`src/hdl/serial_fmt_pkg.sv`:
```
/*
  Constants, types and helpers for the serial format control block.
  Assumes one system clock; mode settings come from same-clock logic.
*/
// Function
// - Bit 3 of the format register picks conversion order for transmit and receive.
// - Order bit 0: transmit LSB first, assemble received bits LSB first.
// - Order bit 1: transmit MSB first, store received bits MSB first.
// - The order bit only matters with 8-bit characters.
// - With 7-bit characters both paths are always LSB first.
// - Bit 2 of the format register selects data level inversion on the line.
// - Inversion never touches parity; parity is made and checked at normal level.
// - Invert bit 0: data go out and are stored unmodified.
package serial_fmt_pkg;
  localparam int DATA_W = 8;
  localparam logic [7:0] ADDR_FMT = 8'h00;
  localparam logic [7:0] ADDR_STAT = 8'h01;
  localparam logic [7:0] ADDR_RXD = 8'h02;
  localparam logic [7:0] ADDR_TXD = 8'h03;
  localparam int BIT_ORDER = 3;
  localparam int BIT_FLIP = 2;
  localparam logic [3:0] RSVD_HI = 4'hf;
  localparam logic [1:0] RSVD_LO = 2'h0;
  localparam logic ORDER_RESET = 1'h0;
  localparam logic FLIP_RESET = 1'h0;
  localparam logic LINE_IDLE = 1'h1;
  localparam logic LINE_START = 1'h0;
  localparam logic [7:0] MASK7 = 8'h7f;
  localparam logic [7:0] MASK8 = 8'hff;
  localparam logic [3:0] LAST7 = 4'h6;
  localparam logic [3:0] LAST8 = 4'h7;
  localparam logic [3:0] CNT_STEP = 4'h1;
  localparam logic [3:0] STAT_PAD = 4'h0;

  typedef struct packed {
    logic char7;
    logic parity_en;
    logic parity_odd;
  } mode_t;

  typedef struct packed {
    logic [7:0] addr;
    logic [7:0] wdata;
    logic wr;
    logic rd;
  } reg_req_t;

  typedef enum logic [2:0] {TX_IDLE, TX_START, TX_DATA, TX_PAR, TX_STOP} tx_state_t;
  typedef enum logic [1:0] {RX_IDLE, RX_DATA, RX_PAR, RX_STOP} rx_state_t;

  typedef struct packed {
    logic order;
    logic flip;
    tx_state_t tx_state;
    logic [7:0] tx_shift;
    logic tx_par;
    logic [3:0] tx_cnt;
    logic tx_line;
    rx_state_t rx_state;
    logic [7:0] rx_v;
    logic [3:0] rx_cnt;
    logic rx_par;
    logic [7:0] rx_hold;
    logic rx_full;
    logic par_err;
    logic frm_err;
    logic sync1;
    logic sync2;
    logic [7:0] rdata;
  } state_t;

  function automatic logic [7:0] rev8(input logic [7:0] d);
    logic [7:0] r;
    r = '0;
    for (int i = 0; i < DATA_W; i++) begin
      r[i] = d[DATA_W - 1 - i];
    end
    return r;
  endfunction

  function automatic logic [7:0] len_mask(input logic char7);
    return char7 ? MASK7 : MASK8;
  endfunction

  function automatic logic [3:0] last_idx(input logic char7);
    return char7 ? LAST7 : LAST8;
  endfunction

  function automatic logic parity_of(input logic [7:0] d, input logic odd);
    return (^d) ^ odd;
  endfunction
endpackage

```
`src/hdl/char_map.sv`:
```
/*
  Maps a character between holding-register order and line order.
  Assumes the same map serves both directions, since it is its own inverse.
*/
`timescale 1ns/1ps
`default_nettype none
module char_map (
  // Character in
  input wire logic [7:0] data,
  // Format settings
  input wire logic order,
  input wire logic flip,
  input wire logic char7,
  // Character out
  output logic [7:0] mapped
);
  logic [7:0] ordered;

  always_comb begin
    ordered = (order && !char7) ? serial_fmt_pkg::rev8(data) : data;
    mapped = (flip ? ~ordered : ordered) & serial_fmt_pkg::len_mask(char7);
  end
endmodule
`default_nettype wire

```
`src/hdl/serial_format_ctl.sv`:
```
/*
  Serial format control: format register, transmit and receive shifters.
  Assumes bit_tick pulses once per bit time from a baud generator on clock,
  and mode comes from the serial mode register on the same clock.
*/
`timescale 1ns/1ps
`default_nettype none
module serial_format_ctl (
  // Clock and reset
  input wire logic clock,
  input wire logic rst_n,
  // Register port
  input wire serial_fmt_pkg::reg_req_t req,
  output logic [7:0] rdata,
  // Mode settings and bit timing
  input wire serial_fmt_pkg::mode_t mode,
  input wire logic bit_tick,
  // Serial line
  output logic tx_line,
  input wire logic rx_line
);
  serial_fmt_pkg::state_t s_reg;
  serial_fmt_pkg::state_t s_next;
  logic [7:0] tx_mapped;
  logic [7:0] rx_mapped;
  logic tx_load;
  logic [7:0] fmt_val;
  logic [7:0] stat_val;

  assign tx_load = req.wr && req.addr == serial_fmt_pkg::ADDR_TXD
    && s_reg.tx_state == serial_fmt_pkg::TX_IDLE;
  assign fmt_val = {serial_fmt_pkg::RSVD_HI, s_reg.order, s_reg.flip, serial_fmt_pkg::RSVD_LO};
  assign stat_val = {serial_fmt_pkg::STAT_PAD, s_reg.frm_err, s_reg.par_err, s_reg.rx_full,
    s_reg.tx_state != serial_fmt_pkg::TX_IDLE};

  char_map tx_map (
    .data(req.wdata),
    .order(s_reg.order),
    .flip(s_reg.flip),
    .char7(mode.char7),
    .mapped(tx_mapped)
  );

  char_map rx_map (
    .data(s_reg.rx_v),
    .order(s_reg.order),
    .flip(s_reg.flip),
    .char7(mode.char7),
    .mapped(rx_mapped)
  );

  always_comb begin
    s_next = s_reg;
    s_next.sync1 = rx_line;
    s_next.sync2 = s_reg.sync1;
    if (req.wr && req.addr == serial_fmt_pkg::ADDR_FMT) begin
      s_next.order = req.wdata[serial_fmt_pkg::BIT_ORDER];
      s_next.flip = req.wdata[serial_fmt_pkg::BIT_FLIP];
    end
    s_next.rdata = '0;
    if (req.rd) begin
      unique case (req.addr)
        serial_fmt_pkg::ADDR_FMT: s_next.rdata = fmt_val;
        serial_fmt_pkg::ADDR_STAT: s_next.rdata = stat_val;
        serial_fmt_pkg::ADDR_RXD: s_next.rdata = s_reg.rx_hold;
        default: s_next.rdata = '0;
      endcase
    end
    // Reading the data clears full; a completion below wins the same cycle
    if (req.rd && req.addr == serial_fmt_pkg::ADDR_RXD) begin
      s_next.rx_full = 1'b0;
    end
    // Writes while busy are dropped; software checks status first
    if (tx_load) begin
      s_next.tx_shift = tx_mapped;
      s_next.tx_par = serial_fmt_pkg::parity_of(
        req.wdata & serial_fmt_pkg::len_mask(mode.char7), mode.parity_odd);
      s_next.tx_cnt = '0;
      s_next.tx_state = serial_fmt_pkg::TX_START;
    end else if (bit_tick) begin
      unique case (s_reg.tx_state)
        serial_fmt_pkg::TX_IDLE: s_next.tx_line = serial_fmt_pkg::LINE_IDLE;
        serial_fmt_pkg::TX_START: begin
          s_next.tx_line = serial_fmt_pkg::LINE_START;
          s_next.tx_state = serial_fmt_pkg::TX_DATA;
        end
        serial_fmt_pkg::TX_DATA: begin
          s_next.tx_line = s_reg.tx_shift[0];
          s_next.tx_shift = s_reg.tx_shift >> 1;
          s_next.tx_cnt = s_reg.tx_cnt + serial_fmt_pkg::CNT_STEP;
          if (s_reg.tx_cnt == serial_fmt_pkg::last_idx(mode.char7)) begin
            s_next.tx_state = mode.parity_en ? serial_fmt_pkg::TX_PAR : serial_fmt_pkg::TX_STOP;
          end
        end
        serial_fmt_pkg::TX_PAR: begin
          s_next.tx_line = s_reg.tx_par;
          s_next.tx_state = serial_fmt_pkg::TX_STOP;
        end
        serial_fmt_pkg::TX_STOP: begin
          s_next.tx_line = serial_fmt_pkg::LINE_IDLE;
          s_next.tx_state = serial_fmt_pkg::TX_IDLE;
        end
      endcase
    end
    // Start is seen on one tick sample; no mid-bit search, timing is upstream
    if (bit_tick) begin
      unique case (s_reg.rx_state)
        serial_fmt_pkg::RX_IDLE: begin
          if (s_reg.sync2 == serial_fmt_pkg::LINE_START) begin
            s_next.rx_v = '0;
            s_next.rx_cnt = '0;
            s_next.rx_state = serial_fmt_pkg::RX_DATA;
          end
        end
        serial_fmt_pkg::RX_DATA: begin
          s_next.rx_v[s_reg.rx_cnt[2:0]] = s_reg.sync2;
          s_next.rx_cnt = s_reg.rx_cnt + serial_fmt_pkg::CNT_STEP;
          if (s_reg.rx_cnt == serial_fmt_pkg::last_idx(mode.char7)) begin
            s_next.rx_state = mode.parity_en ? serial_fmt_pkg::RX_PAR : serial_fmt_pkg::RX_STOP;
          end
        end
        serial_fmt_pkg::RX_PAR: begin
          s_next.rx_par = s_reg.sync2;
          s_next.rx_state = serial_fmt_pkg::RX_STOP;
        end
        serial_fmt_pkg::RX_STOP: begin
          s_next.rx_hold = rx_mapped;
          s_next.rx_full = 1'b1;
          s_next.frm_err = s_reg.sync2 != serial_fmt_pkg::LINE_IDLE;
          s_next.par_err = mode.parity_en
            && s_reg.rx_par != serial_fmt_pkg::parity_of(rx_mapped, mode.parity_odd);
          s_next.rx_state = serial_fmt_pkg::RX_IDLE;
        end
      endcase
    end
  end

  always_ff @(posedge clock or negedge rst_n) begin
    if (!rst_n) begin
      s_reg <= '0;
      s_reg.order <= serial_fmt_pkg::ORDER_RESET;
      s_reg.flip <= serial_fmt_pkg::FLIP_RESET;
      s_reg.tx_line <= serial_fmt_pkg::LINE_IDLE;
      s_reg.sync1 <= serial_fmt_pkg::LINE_IDLE;
      s_reg.sync2 <= serial_fmt_pkg::LINE_IDLE;
    end else begin
      s_reg <= s_next;
    end
  end

  assign rdata = s_reg.rdata;
  assign tx_line = s_reg.tx_line;

  logic rx_done;
  assign rx_done = bit_tick && s_reg.rx_state == serial_fmt_pkg::RX_STOP;

  chk_fmt_bit_write: assert property (@(posedge clock) disable iff (!rst_n)
    req.wr && req.addr == serial_fmt_pkg::ADDR_FMT |=>
      s_reg.order == $past(req.wdata[serial_fmt_pkg::BIT_ORDER])
      && s_reg.flip == $past(req.wdata[serial_fmt_pkg::BIT_FLIP]))
    else $error("format bits not taken from write");
  chk_fmt_read_back: assert property (@(posedge clock) disable iff (!rst_n)
    req.rd && req.addr == serial_fmt_pkg::ADDR_FMT |=>
      rdata == {serial_fmt_pkg::RSVD_HI, $past(s_reg.order), $past(s_reg.flip),
        serial_fmt_pkg::RSVD_LO})
    else $error("format readback wrong");
  chk_tx_lsb_plain: assert property (@(posedge clock) disable iff (!rst_n)
    tx_load && !s_reg.order && !s_reg.flip && !mode.char7 |=>
      s_reg.tx_shift == $past(req.wdata))
    else $error("lsb first transmit image wrong");
  chk_tx_msb_order: assert property (@(posedge clock) disable iff (!rst_n)
    tx_load && s_reg.order && !s_reg.flip && !mode.char7 |=>
      s_reg.tx_shift == serial_fmt_pkg::rev8($past(req.wdata)))
    else $error("msb first transmit image wrong");
  chk_tx_seven_lsb: assert property (@(posedge clock) disable iff (!rst_n)
    tx_load && s_reg.order && !s_reg.flip && mode.char7 |=>
      s_reg.tx_shift == ($past(req.wdata) & serial_fmt_pkg::MASK7))
    else $error("7-bit transmit not lsb first");
  chk_tx_flip_data: assert property (@(posedge clock) disable iff (!rst_n)
    tx_load && !s_reg.order && s_reg.flip && !mode.char7 |=>
      s_reg.tx_shift == ~$past(req.wdata))
    else $error("transmit data not inverted");
  chk_tx_parity_level: assert property (@(posedge clock) disable iff (!rst_n)
    tx_load && !mode.char7 |=> s_reg.tx_par == ((^$past(req.wdata)) ^ $past(mode.parity_odd)))
    else $error("parity follows inversion");
  chk_rx_plain_store: assert property (@(posedge clock) disable iff (!rst_n)
    rx_done && !s_reg.order && !s_reg.flip && !mode.char7 |=>
      s_reg.rx_hold == $past(s_reg.rx_v) && s_reg.rx_full)
    else $error("receive data modified");
  chk_rx_msb_store: assert property (@(posedge clock) disable iff (!rst_n)
    rx_done && s_reg.order && !s_reg.flip && !mode.char7 |=>
      s_reg.rx_hold == serial_fmt_pkg::rev8($past(s_reg.rx_v)))
    else $error("msb first receive store wrong");
  chk_rx_flip_store: assert property (@(posedge clock) disable iff (!rst_n)
    rx_done && !s_reg.order && s_reg.flip && !mode.char7 |=>
      s_reg.rx_hold == ~$past(s_reg.rx_v))
    else $error("receive data not inverted");
  chk_tx_msb_flip: assert property (@(posedge clock) disable iff (!rst_n)
    tx_load && s_reg.order && s_reg.flip && !mode.char7 |=>
      s_reg.tx_shift == ~serial_fmt_pkg::rev8($past(req.wdata)))
    else $error("msb first inverted transmit image wrong");
  // Parity goes to the line from its own register, never through the data map
  chk_tx_parity_bit: assert property (@(posedge clock) disable iff (!rst_n)
    bit_tick && s_reg.tx_state == serial_fmt_pkg::TX_PAR |=>
      tx_line == $past(s_reg.tx_par))
    else $error("parity bit level changed on the line");
  chk_rx_seven_store: assert property (@(posedge clock) disable iff (!rst_n)
    rx_done && s_reg.order && !s_reg.flip && mode.char7 |=>
      s_reg.rx_hold == ($past(s_reg.rx_v) & serial_fmt_pkg::MASK7))
    else $error("7-bit receive not lsb first");
  chk_rx_msb_flip: assert property (@(posedge clock) disable iff (!rst_n)
    rx_done && s_reg.order && s_reg.flip && !mode.char7 |=>
      s_reg.rx_hold == ~serial_fmt_pkg::rev8($past(s_reg.rx_v)))
    else $error("msb first inverted receive store wrong");
  chk_rx_parity_check: assert property (@(posedge clock) disable iff (!rst_n)
    rx_done && mode.parity_en |=>
      s_reg.par_err == ($past(s_reg.rx_par) != ((^s_reg.rx_hold) ^ $past(mode.parity_odd))))
    else $error("receive parity not checked at normal level");
endmodule
`default_nettype wire

```
`config.mk`:
```
export PLATFORM = sky130hd
export DESIGN_NAME = serial_format_ctl
export DESIGN_NICKNAME = d
export VERILOG_FILES = /design/src/hdl/serial_fmt_pkg.sv /design/src/hdl/char_map.sv /design/src/hdl/serial_format_ctl.sv
export SDC_FILE = /design/constraint.sdc
export NUM_CORES = 1
export LEC_CHECK = 0
export BUFFER_PORTS_ARGS = -buffer_cell sky130_fd_sc_hd__buf_4
export CAP_MARGIN = 30
export CORE_MARGIN = 2
export CORE_UTILIZATION = 50
export CTS_CLUSTER_DIAMETER = 50
export CTS_CLUSTER_SIZE = 14
export DETAILED_ROUTE_END_ITERATION = 8
export HOLD_SLACK_MARGIN = 0.1
export PLACE_DENSITY = 0.69
export RECOVER_POWER = 100
export SLEW_MARGIN = 30
export SYNTH_ARGS = -nofsm -noshare
export SYNTH_HDL_FRONTEND = slang
export SYNTH_SLANG_ARGS = --single-unit
```
`constraint.sdc`:
```
create_clock -name clock -period 4.2 [get_ports clock]
set_clock_uncertainty 0.2 [all_clocks]
set_input_delay 0.21 -clock clock [delete_from_list [all_inputs] [get_ports clock]]
set_output_delay 0.21 -clock clock [all_outputs]
set_load 0.05 [all_outputs]
```
==> summary.txt <==
Outcome
  • Status: complete, no violations

STA
  • RSZ-0062 raised after global routing: false
  • Ratio of final minimum period to clock period: 66.0%
  • Setup TNS: 0 ns
  • Worst slew pin tran: 0.922 ns
  • Fmax: between 300 and 400 MHz
  • Crit path time final: 2.77 ns
  • Worst setup margin: 1.43 ns
  • Final setup fails: 0
  • Hold Fails Final Rpt: 0
  • Worst rel slew slack: 38.4%
  • Max Slew Vio Count: 0

Setup path
  • CP max FO: 8
  • CP startpoint: s_reg[34]
  • Worst reg2reg path endpoint: s_reg[26]
  • Critical Path End Type: register
  • Reg2reg start: s_reg[34]
  • Capture point of the critical path: s_reg[26]
  • Critical Path RT: ~4.2 ns
  • Worst Reg2Reg Path Length in Cells: 7
  • Worst reg2reg setup slack: between 1 and 1.5 ns
  • CP arrival: 2.76 ns
  • Worst Setup Path Type: register to register
  • Critical path launch point type: register

Die
  • Io pins: 34
  • FP Rows: 28
  • Die width: 83.4 um
  • Placeable Area: around 6000 sq um
  • DIE AREA: approximately 7000 sq um
  • Starting Density: 52.6%
  • Die height: 83.4 um

Route
  • Antenna Nets Post-Route: 0
  • Vias/cell: 5.40
  • DR DRC count: 0
  • Drt total wl: 5930 um
  • Vias: ~2300
  • Per-cell routed wire length: 14.1 um
  • Pre-Repair DR Iteration Count: 4
  • Starting DRT DRC Count: 110

Final layout
  • Layout Cells excl Fill: 420
  • Final #Nets: 375
  • Filler Cell Count: 554
  • # diodes: 0
  • Share of cells above drive strength 1: 11.6%
  • Max FFs per register: 43
  • Design Area, Final: 3490 sq um
  • Layout area overhead: 10.8%
  • Post-layout util: 58.3%

Synth
  • Syn avg cell area: 9.92 sq um
  • Post-synth top cells: 52 x dfrtp_1, 43 x nand2_1, 27 x xnor2_1, 21 x mux2i_1, 19 x o21ai_0
  • Yosys Warn Count: 0
  • Seq cells post-synth: 55
  • Register area share after synthesis: between 40% and 50%
  • Library cells used by synthesis: 49
  • Synthesized Nets: 349
  • Number of flops mapped to enable cells by yosys: 0
  • Dominant cell by count in the synthesized netlist: dfrtp_1
  • Top-area cell type share of the netlist area: ~41%
  • Synth Flop Type: dfrtp_1
  • Top post-synthesis cells by area: dfrtp_1 41%, xnor2_1 7.5%, mux2i_1 6.7%
  • Post-Syn Area: 3150 sq um
  • Ys async rst share: 100%
  • Cell count after synthesis: ~320
  • Dominant cell type by area after synthesis: dfrtp_1

Placed design
  • Placed instance area: 3330 sq um
  • Placer Congestion: 0.811
  • Post-DP HPWL: 4270 um
  • Number of I/O port buffers: 33
  • Place WS: 1.94 ns
  • Inst Count DP: ~400

Clock tree
  • Post-CTS Resized: 0
  • TritonCTS Sinks: 55
  • Clock Tree Buf Depth: 2
  • CTS Root Cell: clkbuf_8
  • H-tree levels: 2
  • TritonCTS clock tree: yes
  • Clk Latency, worst-skew pair: 0.30 ns
  • CTS clk-pin slew, worst paths: 0.10 ns
  • Number of CTS-inserted buffers: 5

GRT
  • Gr usage total: 18.5%
  • Largest net degree at the start of global routing: 56
  • GRT Residual Overflow: 0
  • Vias in the first global route: 2300
  • Initial antenna violation count: 0
  • First-pass GRT wire length: 10600 um

Min path
  • Worst Hold Path Cells: 5
  • Class of the worst hold path: input port to register

Pwr
  • Worst vdd ir: 0.302 mV
  • Power density over the cells: 475 nW/um^2
  • Leakage power: between 1.5 and 2 nW

Job
  • Max Cap Violations: 0
-- report_power, final --
| group | internal (mW) | switching (mW) | total [mW] |
|---|---|---|---|
| Combinational | 0.273 | 0.294 | 0.567 |
| Sequential | 0.660 | 0.137 | 0.797 |
| Clock | 0.120 | 0.177 | 0.297 |
-- worst max-delay path, cell delays in order, from the launching register on --
cell      delay (ns)
dfrtp_1         0.43
inv_1           0.09
ha_1            0.26
a21boi_0        0.55
o21ai_0         0.44
or4_1           0.51
nand3_1         0.09
o21ai_0         0.09
-- cells in the final DEF (no fill, tap or decap), drive strengths merged, types with 3 or more instances in the layout --
| cell | count |
|---|---|
| a21oi | 13 |
| a22oi | 8 |
| and3 | 4 |
| buf | 20 |
| clkbuf | 18 |
| dfrtp | 52 |
| dfstp | 3 |
| dlygate4sd3 | 13 |
| ha | 6 |
| inv | 11 |
| mux2 | 4 |
| mux2i | 22 |
| nand2 | 43 |
| nand2b | 5 |
| nand3 | 7 |
| nand3b | 3 |
| nor2 | 16 |
| nor2b | 5 |
| nor3b | 3 |
| o21ai | 21 |
| o31ai | 5 |
| xnor2 | 27 |
| xnor3 | 3 |
| xor2 | 6 |
-- routing by layer --
layer / part of all wire (%) / up-vias / wire (um) / GRT usage [%]
met4: 0.64 / 0 / 38 / 4.40
met5: 0 / - / 0 / 0
met1: 47 / 1092 / 2760 / 24.9
met2: 49 / 34 / 2910 / 30.7
li1: - / 1136 / - / -
met3: 3.6 / 4 / 215 / 3.78
-- area by class of cell --
| class | count | area, sq um | share of cell area (%) |
|---|---|---|---|
| clock buffers | 5 | 68.8 | 1.97 |
| clock inverters | 3 | 22.5 | 0.644 |
| inverters | 10 | 37.5 | 1.07 |
| multi-input cells | 226 | 1560 | 44.5 |
| flip-flops and latches | 55 | 1380 | 39.5 |
| well taps | 75 | 93.8 | 2.69 |
| repair buffers | 46 | 337 | 9.63 |
-- through the flow --
stage / hold slack, ns / total power, mW
6_report: 0.123 / 1.66
5_1_grt: 0.131 / 1.81
4_1_cts: 0.121 / 1.69
3_5_place_dp: 0.103 / 1.38
3_3_place_gp: 0.102 / 1.36
2_1_floorplan: -0.286 / 1.24
-- cells by family after synthesis --
kind of cell	synth area share (%)
AOI/OAI and AO/OA	12.3
adders and majority gates	2.38
and+or+nand+nor	15.1
muxes	8.81
buffers and inverters	6.35
DFF	43.8
xor gates and xnor gates	11.3
-- timing repair --
item / CTS / global route
buffers inserted: 0 / 0
setup endpoints to repair: 0 / 0
hold buffers: 13 / 0
hold endpoints to repair: 70 / 0
-- worst min-delay path by stage --
stage | start | to | slack [ns]
after floorplan | rst_n | fmt_val[2] | -0.29
final | req[9] | s_reg[42] | 0.12
after detailed placement | rst_n | s_reg[21] | 0.10
after global routing | req[9] | s_reg[42] | 0.13
after CTS | req[9] | s_reg[42] | 0.12
after global placement | rst_n | s_reg[21] | 0.10
Power figures use the tool's default switching activity.
